==> src/acr_pkg.sv <==
package acr_pkg;
   // register indices, byte address is four times the index
   localparam logic [7:0] IDX_CON_MAIN = 8'h00_A3;
   localparam logic [7:0] IDX_CON_GAIN = 8'h00_A4;
   localparam logic [7:0] IDX_CHAN = 8'h00_A5;
   localparam logic [7:0] IDX_PINS = 8'h00_A6;
   localparam logic [7:0] IDX_OVERRIDE = 8'h00_A7;
   localparam logic [7:0] IDX_TRIM = 8'h00_A8;
   // field positions
   localparam int EN_BIT = 7;
   localparam int CP_BIT = 5;
   localparam int UG_BIT = 3;
   localparam int SOC_LSB = 0;
   localparam int GAIN_LADDER_SELECT_LSB = 4;
   localparam int LADDER_BIT = 3;
   localparam int NSS_LSB = 0;
   localparam int PCH_LSB = 0;
   localparam int PSS_LSB = 0;
   localparam int OVERRIDE_ENABLE_BIT = 7;
   localparam int HWCH_LSB = 4;
   localparam int ORPOL_BIT = 3;
   localparam int HWCL_LSB = 0;
   // implemented bits and values after reset
   localparam logic [7:0] MASK_CON_MAIN = 8'h00_AB;
   localparam logic [7:0] MASK_CON_GAIN = 8'h00_7F;
   localparam logic [7:0] MASK_CHAN = 8'h00_07;
   localparam logic [7:0] MASK_PINS = 8'h00_03;
   localparam logic [7:0] MASK_FULL = 8'h00_FF;
   localparam logic [7:0] RST_REG = 8'h00_00;
   // mode and selection codes
   localparam logic [1:0] SOC_LOW = 2'h0_1;
   localparam logic [1:0] SOC_HIGH = 2'h0_2;
   localparam logic [2:0] HW_UNITY = 3'h0_4;
   localparam logic [2:0] HW_RAIL = 3'h0_7;
   localparam logic [2:0] NSS_LAST_PIN = 3'h0_3;
   localparam logic [2:0] NSS_VSS = 3'h0_7;
   localparam logic [2:0] PCH_PIN = 3'h0_2;
   localparam logic [2:0] PCH_LAST = 3'h0_5;
   localparam logic [4:0] LADDER_TOTAL = 5'h1_0;
   localparam int ADC_CH_W = 6;
   localparam logic [5:0] NI_PIN_COUNT = 6'h0_4;
   // axi responses
   localparam logic [1:0] RESP_OKAY = 2'h0_0;
   localparam logic [1:0] RESP_DECERR = 2'h0_3;

   typedef enum logic [0:0] {
      ACR_W_TAKE = 1'b0,
      ACR_W_RESP = 1'b1
   } acr_wr_state_t;

   typedef enum logic [0:0] {
      ACR_R_IDLE = 1'b0,
      ACR_R_DATA = 1'b1
   } acr_rd_state_t;

   // decoded analog controls
   typedef struct packed {
      logic power;
      logic cp;
      logic unity;
      logic drv_lo;
      logic drv_hi;
      logic ladder;
      logic [4:0] r1;
      logic [4:0] r2;
      logic [3:0] inv_pin;
      logic inv_vss;
      logic inv_release;
      logic [5:0] ni_chan;
      logic [3:0] ni_pin;
      logic adc_amp;
      logic pin_port_off;
      logic pin_drive;
   } acr_route_t;
endpackage

==> src/acr_ctl_if.sv <==
`timescale 1ns/100ps
interface acr_ctl_if;
   import acr_pkg::*;
   logic [7:0] con_main;
   logic [7:0] con_gain;
   logic [7:0] chan;
   logic [7:0] pins;
   logic [7:0] ovr;
   logic ovr_src;
   logic [ADC_CH_W-1:0] adc_ch;
   acr_route_t dec;
   modport regs (output con_main, con_gain, chan, pins, ovr, ovr_src,
                 adc_ch, input dec);
   modport route (input con_main, con_gain, chan, pins, ovr, ovr_src,
                  adc_ch, output dec);
endinterface

==> src/acr_route.sv <==
`timescale 1ns/100ps
module acr_route
   import acr_pkg::*;
#(
   parameter logic [ADC_CH_W-1:0] AMP_PIN_CH_BASE = 6'h0_0
) (
   // settings in, decoded controls out
   acr_ctl_if.route c
);
   // ladder split: upper part for each gain code
   function automatic logic [4:0] ladder_r1(input logic [2:0] g);
      case (g)
         3'h0_0: ladder_r1 = 5'h0_F;
         3'h0_1: ladder_r1 = 5'h0_E;
         3'h0_2: ladder_r1 = 5'h0_C;
         3'h0_3: ladder_r1 = 5'h0_8;
         3'h0_4: ladder_r1 = 5'h0_6;
         3'h0_5: ladder_r1 = 5'h0_4;
         3'h0_6: ladder_r1 = 5'h0_2;
         default: ladder_r1 = 5'h0_1;
      endcase
   endfunction

   // mode selection and source routing
   always_comb begin
      logic hw_src;
      logic [2:0] hw;
      logic [2:0] negative_pin_select;
      logic [2:0] noninverting_channel_select;
      logic [ADC_CH_W-1:0] rel;
      acr_route_t d;
      hw_src = c.ovr_src ^ c.ovr[ORPOL_BIT];
      hw = hw_src ? c.ovr[HWCH_LSB +: 3] : c.ovr[HWCL_LSB +: 3];
      negative_pin_select = c.con_gain[NSS_LSB +: 3];
      noninverting_channel_select = c.chan[PCH_LSB +: 3];
      rel = c.adc_ch - AMP_PIN_CH_BASE;
      d = '0;
      d.power = c.con_main[EN_BIT];                          // [RULE_01]
      d.cp = c.con_main[CP_BIT];                             // [RULE_02]
      if (c.ovr[OVERRIDE_ENABLE_BIT]) begin                             // [RULE_13]
         d.unity = (hw == HW_UNITY);
         d.drv_hi = (hw == HW_RAIL) && hw_src;
         d.drv_lo = (hw == HW_RAIL) && !hw_src;
      end else begin
         d.unity = c.con_main[UG_BIT];                       // [RULE_03]
         d.drv_lo = (c.con_main[SOC_LSB +: 2] == SOC_LOW);   // [RULE_04]
         d.drv_hi = (c.con_main[SOC_LSB +: 2] == SOC_HIGH);  // [RULE_04]
      end
      d.drv_lo = d.drv_lo && d.power;
      d.drv_hi = d.drv_hi && d.power;
      d.ladder = c.con_gain[LADDER_BIT];                     // [RULE_06]
      if (d.ladder) begin
         d.r1 = ladder_r1(c.con_gain[GAIN_LADDER_SELECT_LSB +: 3]);        // [RULE_05]
         d.r2 = LADDER_TOTAL - d.r1;                         // [RULE_05]
      end
      d.inv_release = d.unity;                               // [RULE_03]
      if (!d.unity && negative_pin_select <= NSS_LAST_PIN) begin             // [RULE_14]
         d.inv_pin = 4'(4'h0_1 << negative_pin_select[1:0]);
      end
      d.inv_vss = !d.unity && (negative_pin_select == NSS_VSS);              // [RULE_14]
      if (noninverting_channel_select <= PCH_LAST) begin                             // [RULE_15]
         d.ni_chan = 6'(6'h0_1 << noninverting_channel_select);
      end
      if (noninverting_channel_select == PCH_PIN) begin
         d.ni_pin = 4'(4'h0_1 << c.pins[PSS_LSB +: 2]);
      end
      d.adc_amp = (c.adc_ch >= AMP_PIN_CH_BASE)              // [RULE_11]
                  && (rel < NI_PIN_COUNT);
      d.pin_port_off = d.power || d.adc_amp;                 // [RULE_12]
      d.pin_drive = d.power || d.adc_amp;                    // [RULE_12]
      c.dec = d;
   end
endmodule

==> src/acr_regs.sv <==
`timescale 1ns/100ps
// Overview of operation
// RULE_01: enable bit powers amplifier, clear shuts down
// RULE_02: charge pump bit switches pump on or off
// RULE_03: unity bit feeds output back, frees pins
// RULE_04: output field: basic, low rail, high rail
// RULE_05: gain field splits ladder, parts sum sixteen
// RULE_06: ladder bit attaches or detaches the ladder
// RULE_07: software adds external feedback without ladder
// RULE_08: trim loads factory value on every reset
// RULE_09: software recalibrates trim using the converter
// RULE_10: external reference needs positive pin select
// RULE_11: converter picks amp pin, gets amp output
// RULE_12: routed output pin stays off general use
// RULE_13: override enable hands mode to hardware fields
// RULE_14: negative select: pins zero-three, low supply
// RULE_15: noninverting select decodes six internal sources
// RULE_16: unused control bits ignore writes, read zero
module acr_regs
   import acr_pkg::*;
#(
   parameter int ADDR_W = 12,
   parameter logic [ADC_CH_W-1:0] AMP_PIN_CH_BASE = 6'h0_0
) (
   // clock, reset and enable
   input wire logic aclk,
   input wire logic aresetn,
   input wire logic aclken,
   // axi write address
   input wire logic s_axi_awvalid,
   output logic s_axi_awready,
   input wire logic [ADDR_W-1:0] s_axi_awaddr,
   input wire logic [2:0] s_axi_awprot,
   // axi write data
   input wire logic s_axi_wvalid,
   output logic s_axi_wready,
   input wire logic [31:0] s_axi_wdata,
   input wire logic [3:0] s_axi_wstrb,
   // axi write response
   output logic s_axi_bvalid,
   input wire logic s_axi_bready,
   output logic [1:0] s_axi_bresp,
   // axi read address
   input wire logic s_axi_arvalid,
   output logic s_axi_arready,
   input wire logic [ADDR_W-1:0] s_axi_araddr,
   input wire logic [2:0] s_axi_arprot,
   // axi read data
   output logic s_axi_rvalid,
   input wire logic s_axi_rready,
   output logic [31:0] s_axi_rdata,
   output logic [1:0] s_axi_rresp,
   // system inputs on the same clock
   input wire logic [7:0] factory_trim,
   input wire logic override_source,
   input wire logic [ADC_CH_W-1:0] adc_positive_channel,
   // amplifier power and mode
   output logic amp_enable,
   output logic charge_pump_on,
   output logic unity_feedback,
   output logic drive_low_rail,
   output logic drive_high_rail,
   // resistor ladder
   output logic ladder_enable,
   output logic [4:0] ladder_r1,
   output logic [4:0] ladder_r2,
   // input source selection
   output logic [3:0] inverting_input_pin_sel,
   output logic inverting_to_vss,
   output logic inverting_pins_release,
   output logic [5:0] noninverting_channel_sel,
   output logic [3:0] noninverting_input_pin_sel,
   // trim, converter path and output pin
   output logic [7:0] offset_trim,
   output logic adc_from_amp,
   output logic amp_output_pin_port_off,
   output logic amp_output_pin_drive
);
   // all state of the block
   typedef struct packed {
      logic [7:0] con_main;
      logic [7:0] con_gain;
      logic [7:0] chan;
      logic [7:0] pins;
      logic [7:0] ovr;
      logic [7:0] trim;
      acr_wr_state_t wst;
      logic aw_have;
      logic [7:0] aw_idx;
      logic aw_bad;
      logic w_have;
      logic [7:0] wdata;
      logic wbyte;
      logic awready;
      logic wready;
      logic bvalid;
      logic [1:0] bresp;
      acr_rd_state_t rst;
      logic arready;
      logic rvalid;
      logic [1:0] rresp;
      logic [7:0] rdata;
      acr_route_t outq;
   } acr_state_t;

   acr_state_t s;
   acr_state_t next_s;
   acr_state_t rst_s;
   acr_ctl_if ctl ();

   // the index field must fit below the top address bits
   if (ADDR_W < 11 || ADDR_W > 32) begin : g_bad_addr
      $error("acr_regs: ADDR_W must lie in 11..32");
   end

   // index of a register word, upper address bits give out of range
   function automatic logic [7:0] word_idx(input logic [ADDR_W-1:0] a);
      word_idx = a[9:2];
   endfunction

   function automatic logic addr_bad(input logic [ADDR_W-1:0] a);
      addr_bad = (a[ADDR_W-1:10] != '0);
   endfunction

   // implemented bits of each register, zero where unmapped
   function automatic logic [7:0] reg_mask(input logic [7:0] idx);
      case (idx)
         IDX_CON_MAIN: reg_mask = MASK_CON_MAIN;
         IDX_CON_GAIN: reg_mask = MASK_CON_GAIN;
         IDX_CHAN: reg_mask = MASK_CHAN;
         IDX_PINS: reg_mask = MASK_PINS;
         IDX_OVERRIDE: reg_mask = MASK_FULL;
         IDX_TRIM: reg_mask = MASK_FULL;
         default: reg_mask = RST_REG;
      endcase
   endfunction

   function automatic logic reg_hit(input logic [7:0] idx);
      case (idx)
         IDX_CON_MAIN,
         IDX_CON_GAIN,
         IDX_CHAN,
         IDX_PINS,
         IDX_OVERRIDE,
         IDX_TRIM: reg_hit = 1'b1;
         default: reg_hit = 1'b0;
      endcase
   endfunction

   // settings towards the decoder
   assign ctl.con_main = s.con_main;
   assign ctl.con_gain = s.con_gain;
   assign ctl.chan = s.chan;
   assign ctl.pins = s.pins;
   assign ctl.ovr = s.ovr;
   assign ctl.ovr_src = override_source;
   assign ctl.adc_ch = adc_positive_channel;

   acr_route #(
      .AMP_PIN_CH_BASE(AMP_PIN_CH_BASE)
   ) u_route (
      .c(ctl.route)
   );

   // value after reset, trim reloads the factory setting
   always_comb begin
      rst_s = '0;
      rst_s.con_main = RST_REG;
      rst_s.con_gain = RST_REG;
      rst_s.chan = RST_REG;
      rst_s.pins = RST_REG;
      rst_s.ovr = RST_REG;
      rst_s.trim = factory_trim;                             // [RULE_08]
      rst_s.wst = ACR_W_TAKE;
      rst_s.rst = ACR_R_IDLE;
   end

   // bus slave and register updates
   always_comb begin
      logic [7:0] wv;
      logic [7:0] ri;
      wv = '0;
      ri = '0;
      next_s = s;
      next_s.outq = ctl.dec;
      // write address and data are taken in either order
      case (s.wst)
         ACR_W_TAKE: begin
            if (s_axi_awvalid && s.awready) begin
               next_s.aw_have = 1'b1;
               next_s.aw_idx = word_idx(s_axi_awaddr);
               next_s.aw_bad = addr_bad(s_axi_awaddr);
            end
            if (s_axi_wvalid && s.wready) begin
               next_s.w_have = 1'b1;
               next_s.wdata = s_axi_wdata[7:0];
               next_s.wbyte = s_axi_wstrb[0];
            end
            if (next_s.aw_have && next_s.w_have) begin
               next_s.wst = ACR_W_RESP;
               next_s.bvalid = 1'b1;
               if (next_s.aw_bad || !reg_hit(next_s.aw_idx)) begin
                  next_s.bresp = RESP_DECERR;
               end else begin
                  next_s.bresp = RESP_OKAY;
               end
               wv = next_s.wdata & reg_mask(next_s.aw_idx); // [RULE_16]
               if (next_s.wbyte && !next_s.aw_bad) begin
                  case (next_s.aw_idx)
                     IDX_CON_MAIN: next_s.con_main = wv;
                     IDX_CON_GAIN: next_s.con_gain = wv;
                     IDX_CHAN: next_s.chan = wv;
                     IDX_PINS: next_s.pins = wv;
                     IDX_OVERRIDE: next_s.ovr = wv;
                     IDX_TRIM: next_s.trim = wv;             // [RULE_08]
                     default: next_s.trim = s.trim;
                  endcase
               end
            end
         end
         ACR_W_RESP: begin
            if (s_axi_bready && s.bvalid) begin
               next_s.bvalid = 1'b0;
               next_s.aw_have = 1'b0;
               next_s.w_have = 1'b0;
               next_s.wst = ACR_W_TAKE;
            end
         end
         default: begin
            next_s.wst = ACR_W_TAKE;
         end
      endcase
      next_s.awready = (next_s.wst == ACR_W_TAKE) && !next_s.aw_have;
      next_s.wready = (next_s.wst == ACR_W_TAKE) && !next_s.w_have;
      // read: one answer per request, data held until taken
      case (s.rst)
         ACR_R_IDLE: begin
            if (s_axi_arvalid && s.arready) begin
               ri = word_idx(s_axi_araddr);
               next_s.rst = ACR_R_DATA;
               next_s.rvalid = 1'b1;
               if (addr_bad(s_axi_araddr) || !reg_hit(ri)) begin
                  next_s.rresp = RESP_DECERR;
                  next_s.rdata = RST_REG;
               end else begin
                  next_s.rresp = RESP_OKAY;
                  case (ri)
                     IDX_CON_MAIN: next_s.rdata = s.con_main;
                     IDX_CON_GAIN: next_s.rdata = s.con_gain;
                     IDX_CHAN: next_s.rdata = s.chan;
                     IDX_PINS: next_s.rdata = s.pins;
                     IDX_OVERRIDE: next_s.rdata = s.ovr;
                     default: next_s.rdata = s.trim;
                  endcase
               end
            end
         end
         ACR_R_DATA: begin
            if (s_axi_rready && s.rvalid) begin
               next_s.rvalid = 1'b0;
               next_s.rst = ACR_R_IDLE;
            end
         end
         default: begin
            next_s.rst = ACR_R_IDLE;
         end
      endcase
      next_s.arready = (next_s.rst == ACR_R_IDLE);
   end

   // state register, frozen while the clock enable is low
   always_ff @(posedge aclk) begin
      if (!aresetn) begin
         s <= rst_s;
      end else if (aclken) begin
         s <= next_s;
      end
   end

   // bus outputs
   assign s_axi_awready = s.awready;
   assign s_axi_wready = s.wready;
   assign s_axi_bvalid = s.bvalid;
   assign s_axi_bresp = s.bresp;
   assign s_axi_arready = s.arready;
   assign s_axi_rvalid = s.rvalid;
   assign s_axi_rdata = {24'h00_0000, s.rdata};
   assign s_axi_rresp = s.rresp;

   // analog controls, registered copy of the decoder; trim straight from its register
   assign amp_enable = s.outq.power;                         // [RULE_01]
   assign charge_pump_on = s.outq.cp;                        // [RULE_02]
   assign unity_feedback = s.outq.unity;                     // [RULE_03]
   assign drive_low_rail = s.outq.drv_lo;                    // [RULE_04]
   assign drive_high_rail = s.outq.drv_hi;                   // [RULE_04]
   assign ladder_enable = s.outq.ladder;                     // [RULE_06]
   assign ladder_r1 = s.outq.r1;
   assign ladder_r2 = s.outq.r2;
   assign inverting_input_pin_sel = s.outq.inv_pin;
   assign inverting_to_vss = s.outq.inv_vss;
   assign inverting_pins_release = s.outq.inv_release;
   assign noninverting_channel_sel = s.outq.ni_chan;
   assign noninverting_input_pin_sel = s.outq.ni_pin;
   assign offset_trim = s.trim;
   assign adc_from_amp = s.outq.adc_amp;                     // [RULE_11]
   assign amp_output_pin_port_off = s.outq.pin_port_off;     // [RULE_12]
   assign amp_output_pin_drive = s.outq.pin_drive;

endmodule

==> config.mk <==
export PLATFORM = sky130hd
export DESIGN_NAME = acr_regs
export DESIGN_NICKNAME = d
export VERILOG_FILES = /design/src/acr_pkg.sv /design/src/acr_ctl_if.sv /design/src/acr_route.sv /design/src/acr_regs.sv
export SDC_FILE = /design/constraint.sdc
export NUM_CORES = 1
export LEC_CHECK = 0
export BUFFER_PORTS_ARGS = -buffer_cell sky130_fd_sc_hd__buf_2
export CORE_MARGIN = 2
export CORE_UTILIZATION = 30
export DETAILED_ROUTE_END_ITERATION = 8
export GPL_TIMING_DRIVEN = 0
export SLEW_MARGIN = 40
export SYNTH_ARGS = -nofsm -noshare
export SYNTH_HDL_FRONTEND = slang
export SYNTH_SLANG_ARGS = --single-unit
==> constraint.sdc <==
create_clock -name aclk -period 4.04 [get_ports aclk]
set_input_delay 0 -clock aclk [delete_from_list [all_inputs] [get_ports aclk]]
set_output_delay 0 -clock aclk [all_outputs]
set_load 0.005 [all_outputs]
==> results.txt <==
Worst setup path class: reg2reg
Clock Skews: 0.00861 ns
Synth async-reset ratio: 0%
Die ar.: 20200 µm²
Final slew viol count: 0
Synth Register Bits: 116
Final min period: 2.10 ns
Via count: 4982
CP startpoint: s_axi_awready
Starting density of the core: 30.6%
Primary FF master, synth: dfxtp_1
Worst VDD drop: 0.000274 V
CTS Buffer Depth: 2
Cells after Synth: 650
Relative slew slack: 44.0%
FMAX: 477 MHz
DR iter-0 viols: 301
Final Setup Violations: 0
Clk pwr share: 48.2%
Sequential share of power: 41.7%
Most frequent cells in the layout: 108 x buf_2, 108 x dfxtp_1, 73 x buf_4, 70 x nor2_1, 70 x nand2_1
Sw Share: 23.6%
# Post-CTS Setup Buffers: 0
TritonCTS buffer count: 17
Post-synth EDFFs: 8
Fin crit share: 51.9%
Final HPWL DP: 11900 µm
Largest net degree at the start of global routing: 17
Synth warn: 0
CP max FO: 10
Global-route wire length before repair: 24300 µm
WL final: 15700 µm
Port Buffers: 105
CTS Root Cell: clkbuf_16
Avg WL per Cell: 14.8 µm
Remaining Overflow, GRT: 0
RSZ-0062 raised after global routing: no
Clock transition at path regs: 0.05 ns
Vias in the first global route: 4620
H-tree depth: 4
Register area share after synthesis: 41.9%
WP data required: 4.34 ns
Initial antenna violation count: 0
Cell Count, Final, Fillers Out: 1064
Avg Cell Area, Syn: 8.82 µm²
Status: complete, no violations
Sum of negative setup slack: 0 ns
ANT nets after route: 0
Switch Pwr: 0.000685 W
Core Util, Final: 39.6%
Reg-to-reg startpoint: s_axi_awready
Worst EP arrival: 2.39 ns
Critical path endpoint category: flop
CTS tree: built
# rows: 50
P_leak: 3.31 nW
Combinational fraction of design power: 10.1%
Nets: 909
Post-cts resize count: 0
Hold Violations, Final: 0
Maxcap violations: 0
Residual DRC count: 0
Initial DRT Pass Iterations: 4
Total Routing Usage GR: 15.6%
Die width: 142 µm
Total core area: 18700 µm²
Antenna Cells: 0
CP Launch Type: flop
P_int: 0.00222 W
Clock latency on the worst-skew pair: 0.41 ns
HP Start: factory_trim[5]
Hold Path Class: in2reg
Final GP Congestion: 0.890
Placed Cells: 1013
Worst Tran Pin Value: 0.833 ns
Die H: 142 µm
Via-per-instance ratio: 4.68
Distinct cell type count after synthesis: 66
Area grow syn2layout: 29.1%
Fill cell count: 1908
Synthesized area: 5730 µm²
Layout cells sized above 1: 28.7%
I/O pin cnt: 173
# clock sinks: 116
PD cells: 392 nW/µm²
[Yosys cell counts (3+ instances only)]
cell type / instances / share of area, %
o32ai_1: 9 / 1.4
inv_1: 13 / 0.85
buf_4: 73 / 9.6
nand3b_1: 4 / 0.52
mux2i_1: 37 / 6.5
mux2_2: 8 / 1.6
dfxtp_1: 108 / 38
buf_1: 5 / 0.33
nor2_1: 70 / 4.6
o21ai_0: 13 / 1.1
edfxtp_1: 8 / 4.2
nand4b_1: 5 / 0.76
and3_1: 9 / 0.98
o221ai_1: 8 / 1.2
nor3_1: 6 / 0.52
a22o_1: 9 / 1.4
a21oi_1: 49 / 4.3
buf_2: 3 / 0.26
nand2_1: 70 / 4.6
clkbuf_1: 18 / 1.2
nand3_1: 25 / 2.2
a211oi_1: 18 / 2.4
and2_1: 11 / 1.2
nand2b_1: 14 / 1.5
a31oi_1: 4 / 0.44
[power groups by stage]
| stage | Sequential, W | Clock (W) | Combinational [W] |
|---|---|---|---|
| 6_report | 0.00121 | 0.00140 | 0.000292 |
| 5_1_grt | 0.00121 | 0.00147 | 0.000320 |
| 4_1_cts | 0.00121 | 0.00142 | 0.000291 |
| 3_5_place_dp | 0.00123 | 0 | 0.000276 |
| 3_3_place_gp | 0.00123 | 0 | 0.000276 |
| 2_1_floorplan | 0.00123 | 0 | 0.000181 |
[routing by layer]
metal	track usage, %	part of all wire [%]
met1	19.9	46
met2	25.4	48
met4	5.58	1.9
met3	3.90	4.7
met5	0	0
[cells by family after synthesis]
| family | Yosys count | share of synthesized area [%] |
|---|---|---|
| adders and majority gates | 1 | 0.218 |
| xor gates and xnor gates | 1 | 0.153 |
| other | 1 | 0.0654 |
| muxes | 46 | 8.42 |
| buffers and inverters | 118 | 13.1 |
| and+or+nand+nor | 237 | 20.5 |
| AOI/OAI and AO/OA | 130 | 15.6 |
| DFF | 116 | 41.9 |
[sequential cells by signal (all words and copies together), names as in the netlist, 3 cells and up]
signal and cells:
noninverting_input_pin_sel 4, offset_trim 8, inverting_input_pin_sel 4, s_axi_rdata 8, ctl.chan 8, s 22
ladder_r1 3, ladder_r2 5, noninverting_channel_sel 6, ctl.con_main 8, ctl.pins 8, ctl.con_gain 8
ctl.ovr 8
[through the flow]
step	worst slack (ns)	total power, W	cell area, µm²	hold slack [ns]
2_1_floorplan	2.23	0.00141	5820	0.136
4_1_cts	1.98	0.00292	7400	0.0190
3_3_place_gp	2.00	0.00151	6640	0.252
6_report	1.94	0.00290	7400	0.00750
3_5_place_dp	1.99	0.00151	6640	0.253
5_1_grt	1.84	0.00300	7400	0.0172
[repair_timing]
| action | 4_1_cts | 5_1_grt |
|---|---|---|
| endpoints found under the setup margin | 0 | 0 |
| hold buffers | 21 | 0 |
| hold endpoints to repair | 19 | 0 |
[worst paths after layout]
kind                                end  slack (ns)  depth (start not counted)
max                     ctl.con_main[2]        1.94                          7
min                      offset_trim[5]       0.008                          3
max reg2reg             ctl.con_main[2]        1.94                          7
min reg2reg  inverting_input_pin_sel[1]        0.45                          2
[cell type report]
class / instances / area (µm²) / area share (%)
buffer: 103 / 696 / 9.40
clock buffer: 25 / 495 / 6.69
clock inverter: 5 / 50.0 / 0.676
inverter: 15 / 56.3 / 0.761
multi-input combinational: 440 / 2670 / 36.1
sequential: 116 / 2400 / 32.5
tap: 234 / 293 / 3.96
timing repair buffer: 126 / 736 / 9.94
[critical path, stage by stage, from the launching register on]
cell and delay [ns]:
dfxtp_1 0.33, buf_4 0.16, and2_4 0.15, buf_8 0.12, nand3b_1 0.08, a22oi_1 0.40
nand4_2 0.40, and3_1 0.33
Power figures use the tool's default switching activity.
